--- src/common/bnr_cfg.svh ---
// Constants of the bytewide nonvolatile RAM host controller
`ifndef BNR_CFG_SVH
`define BNR_CFG_SVH
// ----------------------------------------------------------------
// Geometry
// ----------------------------------------------------------------
`define BNR_ADDR_W      15
`define BNR_DATA_W      8
`define BNR_BLOCK_MSB_W 5
// ----------------------------------------------------------------
// Timing (ns) and clock
// ----------------------------------------------------------------
`define BNR_CLK_NS      25
`define BNR_ACCESS_NS   70
`define BNR_CYCLE_NS    130
// Least times round up to whole cycles
`define BNR_ACCESS_CYC  ((`BNR_ACCESS_NS + `BNR_CLK_NS - 1) / `BNR_CLK_NS)
`define BNR_PRECH_CYC   (((`BNR_CYCLE_NS - `BNR_ACCESS_NS) + `BNR_CLK_NS - 1) / `BNR_CLK_NS)
// Address setup before select falls, in cycles
`define BNR_SETUP_CYC   1
`endif

--- src/common/bnr_pkg.sv ---
// Types of the bytewide nonvolatile RAM host controller
`default_nettype none
package bnr_pkg;
  typedef enum logic [2:0] {BNR_IDLE, BNR_SETUP, BNR_ACCESS, BNR_STROBE, BNR_PRECH} bnr_state_t;
  typedef struct packed {
    logic        write;
    logic [14:0] addr;
    logic [7:0]  wdata;
  } bnr_req_t;
  typedef struct packed {
    logic       ceN;
    logic       oeN;
    logic       weN;
    logic [7:0] dqOut;
    logic       dqOeN;
  } bnr_pins_t;
endpackage
`default_nettype wire

--- src/design/bnr_host_ctrl.sv ---
// Host controller that drives a bytewide nonvolatile RAM through its pins
`timescale 1ns/1ps
`default_nettype none
`include "bnr_cfg.svh"
module bnr_host_ctrl
  import bnr_pkg::*;
#(
  parameter int ADDR_W = `BNR_ADDR_W,
  parameter int DATA_W = `BNR_DATA_W
) (
  input  wire logic              clock,
  input  wire logic              rst,
  input  wire logic              clockEn,
  input  wire logic              reqValid,
  input  wire logic              reqWrite,
  input  wire logic [ADDR_W-1:0] reqAddr,
  input  wire logic [DATA_W-1:0] reqWdata,
  output var  logic              reqReady,
  output var  logic              rspValid,
  output var  logic [DATA_W-1:0] rspRdata,
  output var  logic [ADDR_W-1:0] byteSelectLines,
  output var  logic              chipSelN,
  output var  logic              outEnN,
  output var  logic              writeStrobeN,
  input  wire logic [DATA_W-1:0] byteLanePinsIn,
  output var  logic [DATA_W-1:0] byteLanePinsOut,
  output var  logic              byteLanePinsOeN
);
  // ----------------------------------------------------------------
  // Elaboration checks
  // ----------------------------------------------------------------
  // Only the documented geometry is served by the packed request type
  if (ADDR_W != `BNR_ADDR_W || DATA_W != `BNR_DATA_W)
    $error("bnr_host_ctrl supports only the 15-bit by 8-bit geometry");

  localparam int TW = 4;                                 // Timer width
  // Phase lengths must fit the timer and be at least one cycle
  if (`BNR_ACCESS_CYC < 1 || `BNR_PRECH_CYC < 1 || `BNR_ACCESS_CYC > 2**TW || `BNR_PRECH_CYC > 2**TW)
    $error("bnr_host_ctrl phase lengths do not fit the timer");
  localparam logic [TW-1:0] ACC_LOAD = TW'(`BNR_ACCESS_CYC - 1);
  localparam logic [TW-1:0] PRE_LOAD = TW'(`BNR_PRECH_CYC - 1);

  // ----------------------------------------------------------------
  // State
  // ----------------------------------------------------------------
  typedef struct packed {
    bnr_state_t  state;
    bnr_req_t    req;      // Request held for the whole cycle
    bnr_pins_t   pins;     // Registered pin drive
    logic        ready;
    logic        rspValid;
    logic [7:0]  rdata;
  } bnr_ctl_t;

  bnr_ctl_t cur;           // Registered state
  bnr_ctl_t next_cur;      // Next state
  logic     timerLoad;     // Starts a timed phase
  logic [TW-1:0] timerValue; // Phase length minus one
  logic     timerDone;     // Phase has elapsed

  bnr_cycle_timer #(.W(TW)) u_timer (
    .clock     (clock),
    .rst       (rst),
    .clockEn   (clockEn),
    .load      (timerLoad),
    .loadValue (timerValue),
    .done      (timerDone)
  );

  // ----------------------------------------------------------------
  // Next-state logic
  // ----------------------------------------------------------------
  // Every pin change is made on a clock edge so edges stay in our domain
  always_comb
  begin
    next_cur = cur;
    next_cur.rspValid = 1'b0;
    timerLoad = 1'b0;
    timerValue = ACC_LOAD;
    case (cur.state)
      BNR_IDLE:
      begin
        // Select idles high, so an access always starts with a falling edge
        next_cur.pins.ceN = 1'b1;
        if (reqValid && cur.ready)
        begin
          next_cur.req.write = reqWrite;
          next_cur.req.addr = reqAddr;
          next_cur.req.wdata = reqWdata;
          next_cur.ready = 1'b0;
          next_cur.state = BNR_SETUP;
        end
      end
      BNR_SETUP:
      begin
        // Address has been stable a cycle; drop select to latch it
        next_cur.pins.ceN = 1'b0;
        // Write: strobe falls one cycle after select, never with it
        next_cur.pins.oeN = cur.req.write;
        if (cur.req.write)
        begin
          next_cur.pins.dqOut = cur.req.wdata;
          next_cur.pins.dqOeN = 1'b0;
        end
        timerLoad = 1'b1;
        timerValue = ACC_LOAD;
        next_cur.state = cur.req.write ? BNR_STROBE : BNR_ACCESS;
      end
      BNR_STROBE:
      begin
        next_cur.pins.weN = 1'b0;
        next_cur.state = BNR_ACCESS;
      end
      BNR_ACCESS:
      begin
        // Hold the cycle for the full access time; never cut short
        if (timerDone)
        begin
          if (!cur.req.write)
          begin
            next_cur.rdata = byteLanePinsIn;
            next_cur.rspValid = 1'b1;
          end
          // Strobe rises together with select; it ends the write
          next_cur.pins.weN = 1'b1;
          next_cur.pins.ceN = 1'b1;
          next_cur.pins.oeN = 1'b1;
          timerLoad = 1'b1;
          timerValue = PRE_LOAD;
          next_cur.state = BNR_PRECH;
        end
      end
      BNR_PRECH:
      begin
        // Release bus one cycle after strobe rise, then precharge
        next_cur.pins.dqOeN = 1'b1;
        if (timerDone)
        begin
          // No polling: the next request is taken at once
          next_cur.ready = 1'b1;
          next_cur.state = BNR_IDLE;
        end
      end
      default:
        next_cur.state = BNR_IDLE;
    endcase
  end

  // ----------------------------------------------------------------
  // Registers
  // ----------------------------------------------------------------
  // Reset parks select high, all strobes inactive, bus released
  always_ff @(posedge clock)
  begin
    if (rst)
    begin
      cur <= '0;
      cur.state <= BNR_IDLE;
      cur.pins.ceN <= 1'b1;
      cur.pins.oeN <= 1'b1;
      cur.pins.weN <= 1'b1;
      cur.pins.dqOeN <= 1'b1;
      cur.ready <= 1'b1;
    end
    else if (clockEn)
      cur <= next_cur;
  end

  // ----------------------------------------------------------------
  // Outputs, all straight from flip-flops
  // ----------------------------------------------------------------
  // Address follows the held request; it cannot move while select is low
  assign byteSelectLines = cur.req.addr;
  assign chipSelN        = cur.pins.ceN;
  assign outEnN          = cur.pins.oeN;
  assign writeStrobeN    = cur.pins.weN;
  assign byteLanePinsOut = cur.pins.dqOut;
  assign byteLanePinsOeN = cur.pins.dqOeN;
  assign reqReady        = cur.ready;
  assign rspValid        = cur.rspValid;
  assign rspRdata        = cur.rdata;
endmodule
`default_nettype wire

--- src/design/bnr_cycle_timer.sv ---
// Down counter that times the access and precharge phases of a memory cycle
`timescale 1ns/1ps
`default_nettype none
module bnr_cycle_timer #(
  parameter int W = 4
) (
  input  wire logic         clock,
  input  wire logic         rst,
  input  wire logic         clockEn,
  input  wire logic         load,
  input  wire logic [W-1:0] loadValue,
  output var  logic         done
);
  // A zero-width counter cannot time anything
  if (W < 1)
    $error("bnr_cycle_timer needs a width of at least one bit");

  logic [W-1:0] count;   // Cycles left in the phase
  logic [W-1:0] next_count;

  // ----------------------------------------------------------------
  // Counter
  // ----------------------------------------------------------------
  // Load has priority so a phase can restart back to back
  always_comb
  begin
    next_count = count;
    if (load)
      next_count = loadValue;
    else if (count != '0)
      next_count = count - 1'b1;
  end

  always_ff @(posedge clock)
  begin
    if (rst)
      count <= '0;
    else if (clockEn)
      count <= next_count;
  end

  assign done = (count == '0);
endmodule
`default_nettype wire

--- config.mk ---
export PLATFORM = sky130hd
export DESIGN_NAME = bnr_host_ctrl
export DESIGN_NICKNAME = d
export VERILOG_FILES = /design/src/common/bnr_pkg.sv /design/src/design/bnr_host_ctrl.sv /design/src/design/bnr_cycle_timer.sv
export VERILOG_INCLUDE_DIRS = /design/src /design/src/common
export SDC_FILE = /design/constraint.sdc
export NUM_CORES = 1
export LEC_CHECK = 0
export ABC_AREA = 1
export BUFFER_PORTS_ARGS = -buffer_cell sky130_fd_sc_hd__clkbuf_2
export CORE_ASPECT_RATIO = 0.75
export CORE_MARGIN = 2
export CORE_UTILIZATION = 56
export CTS_BUF_LIST = sky130_fd_sc_hd__clkbuf_2
export DETAILED_ROUTE_END_ITERATION = 6
export GPL_ROUTABILITY_DRIVEN = 0
export PLACE_DENSITY = 0.89
export SYNTH_ARGS = -nofsm -noshare
export SYNTH_HDL_FRONTEND = slang
export SYNTH_SLANG_ARGS = --single-unit
--- constraint.sdc ---
create_clock -name clock -period 4.23 [get_ports clock]
set_clock_uncertainty 0.05 [all_clocks]
set_input_delay 1.269 -clock clock [delete_from_list [all_inputs] [get_ports clock]]
set_output_delay 1.269 -clock clock [all_outputs]
set_load 0.05 [all_outputs]
==> results by group <==
Status
  – Status: completed

Worst setup path
  – CP arrival: between 1 and 1.5 ns
  – CP max stage delay: 0.41 ns
  – Critical path's slowest cell: dfxtp_1
  – Max Fanout on Critical Path: 2
  – Crit path max-delay family: flip-flops
  – Crit Path Category: reg2out
  – Buf/Inv on CP: 1
  – Critical path startpoint category: flip-flop
  – Critical path required time: around 2.9 ns
  – Critical path depth: 1
  – FF-to-FF path depth: 7
  – Cell breakdown of the critical path: clkbuf_2
  – CP Capture Type: primary output

Global route
  – First-pass GRT wire length: 7220 um
  – GR Overflow Total: 0
  – Vias in the first global route: roughly 1.7k
  – GRT Resource Usage Total: ~20%
  – Initial antenna violation count: 0
  – Largest net degree at the start of global routing: 42

Logic synthesis
  – Synth Instances: roughly 320
  – Yosys warns: 0
  – FF+latch count, synth: 53
  – Mapped Avg Cell Area: roughly 7.5 um^2
  – Syn Nets: roughly 350
  – Netlist cell types: 22
  – Mapped Area: approximately 2400 um^2
  – Seq/Total Area, Yosys: a little under half

Power and ir drop
  – Pwr per Cell Area: a little over 500 nW/um^2
  – Comb power frac: a little under two fifths
  – Pint: ~750 uW
  – Peak supply drop: ~0.27 mV
  – Sw Share: between 40% and 50%
  – Pleak: approximately 0.0012 uW
  – Register share of total power: a little under half
  – Switch Pwr: 533 uW
  – Clock power share: roughly 15%

Route
  – Vias: ~2k
  – Total wire length: 4580 um
  – Drt first pass iters: 4
  – Drt initial violations: approximately 130
  – # DRC: 0
  – Via density per instance: 4.89
  – Wirelength per Cell: around 11 um
  – Final ANT Viol Nets: 0

Clock network
  – Reg clk slew, reported paths: about 0.25 ns
  – TritonCTS clock tree: done
  – Clock Tree Buf Depth: 2
  – Post-CTS setup buffer count: 0
  – # clock sinks: 53
  – Clock root cell: clkbuf_2
  – # resized after CTS: 0
  – Clk Latency, worst-skew pair: 0.43 ns
  – H-tree levels: 2
  – Hold buffers post-CTS: 0
  – CTS Buf Count: 5

Floorplan
  – Top Ports: 73
  – Core Area: 4050 um^2
  – Initial Utilization: 58.1%
  – Die width: slightly below 80 um
  – Die area: 4750 um^2
  – Rows: 20
  – Die height: ~60 um

Timing
  – TNS Setup: 0 ns
  – Worst slew margin: around a third
  – Final WS setup: approximately 1.8 ns
  – Fmax: just over 400 MHz
  – Period minus WS final: between 2 and 2.5 ns
  – Worst Tran Pin Value: just under 1 ns
  – Fin crit share: between 50 and 60%
  – Setup violators final: 0
  – Final hold vios: 0
  – RSZ-0062 raised after global routing: false
  – Slew Viols, Final: 0

Place
  – Cell area after placement: 2490 um^2
  – Pre-CTS WS: around 1.4 ns
  – Buffers on Ports: roughly 70
  – Post-DP HPWL: 3350 um

Hold path
  – Min-delay worst type: reg2reg
  – Hold path depth: 2

Finish
  – Design Area, Final: roughly 2500 um^2
  – Diodes inserted: 0
  – Area added between synthesis and finish: 7.43%
  – Core Util, Final: about 62%
  – Fin nets: between 300 and 400
  – Layout cells sized above 1: 27.6%

Run
  – Max cap viols: 0
cell usage after synthesis, drive strengths merged:
cell	instances	area share [%]
a21oi	15	3.2
buf	35	12
clkbuf	5	0.80
clkinv	1	0.21
dfxtp	53	45
ha	1	0.53
inv	13	2.2
nand2	50	8.7
nand3	18	4.0
nand4	1	0.27
nor2	84	15
o211ai	1	0.32
o21ai	37	7.9
xor2	1	0.37
layout by cell type (no fill, tap or decap), drive strengths merged:
master,n
dfxtp,53
o211ai,1
clkbuf,79
xor2,1
inv,13
o21ai,37
nand4,1
clkinv,1
ha,1
nor2,84
a21oi,15
clkinvlp,1
nand3,18
nand2,50
final cells by class:
| type | instances | area, um^2 |
|---|---|---|
| fillers | 417 | 1520 |
| repair buffers | 72 | 360 |
| flip-flops and latches | 53 | 1060 |
| multi-input cells | 208 | 943 |
| inverters | 14 | 56.3 |
| well taps | 55 | 68.8 |
| clock buffers | 7 | 35.0 |
| clock inverters | 1 | 7.51 |
cells by family (layout without fill, tap and decap cells):
logic type / after synthesis / count (layout) / synth area share [%]
compound gates: 53 / 53 / 11.4
xor+xnor: 1 / 1 / 0.372
simple gates: 153 / 153 / 27.8
buf+inv: 54 / 94 / 15.0
fa+ha+maj: 1 / 1 / 0.531
flops: 53 / 53 / 45.0
registers in the layout, summed over array words and instances, names as in the netlist:
name / flops
outEnN: 1
rspRdata: 8
byteLanePinsOeN: 1
chipSelN: 1
byteLanePinsOut: 8
cur: 12
writeStrobeN: 1
rspValid: 1
reqReady: 1
u_timer.count: 4
byteSelectLines: 15
stage by stage:
stage | total power (uW) | std cells | hold slack [ns]
final | 1280 | 410 | 0.428
after global routing | 1370 | 410 | 0.452
after CTS | 1290 | 410 | 0.435
after detailed placement | 1090 | 402 | 0.402
after global placement | 1080 | 402 | 0.395
after floorplan | 1030 | 315 | 0.385
worst paths after layout:
kind | startpoint | to | slack [ns]
min | rspRdata[5] | rspRdata[5] | 0.43
max | byteLanePinsOut[1] | byteLanePinsOut[1] | 1.79
max reg2reg | u_timer.count[0] | rspRdata[0] | 2.51
min reg2reg | rspRdata[5] | rspRdata[5] | 0.43
per-layer routing:
layer	up-vias	wire [um]	track usage, %
li1	1058	-	-
met1	866	2280	26.6
met2	73	1920	30.3
met3	7	298	4.68
met4	0	82	8.87
met5	-	0	0
power groups by stage:
| stage | Sequential, uW | Clock, uW | Combinational, uW |
|---|---|---|---|
| 2_1_floorplan | 634 | 0 | 398 |
| 3_3_place_gp | 614 | 0 | 464 |
| 3_5_place_dp | 618 | 0 | 477 |
| 4_1_cts | 608 | 201 | 478 |
| 5_1_grt | 615 | 220 | 532 |
| 6_report | 608 | 195 | 478 |
No activity file was read; power rests on OpenSTA's default activity.
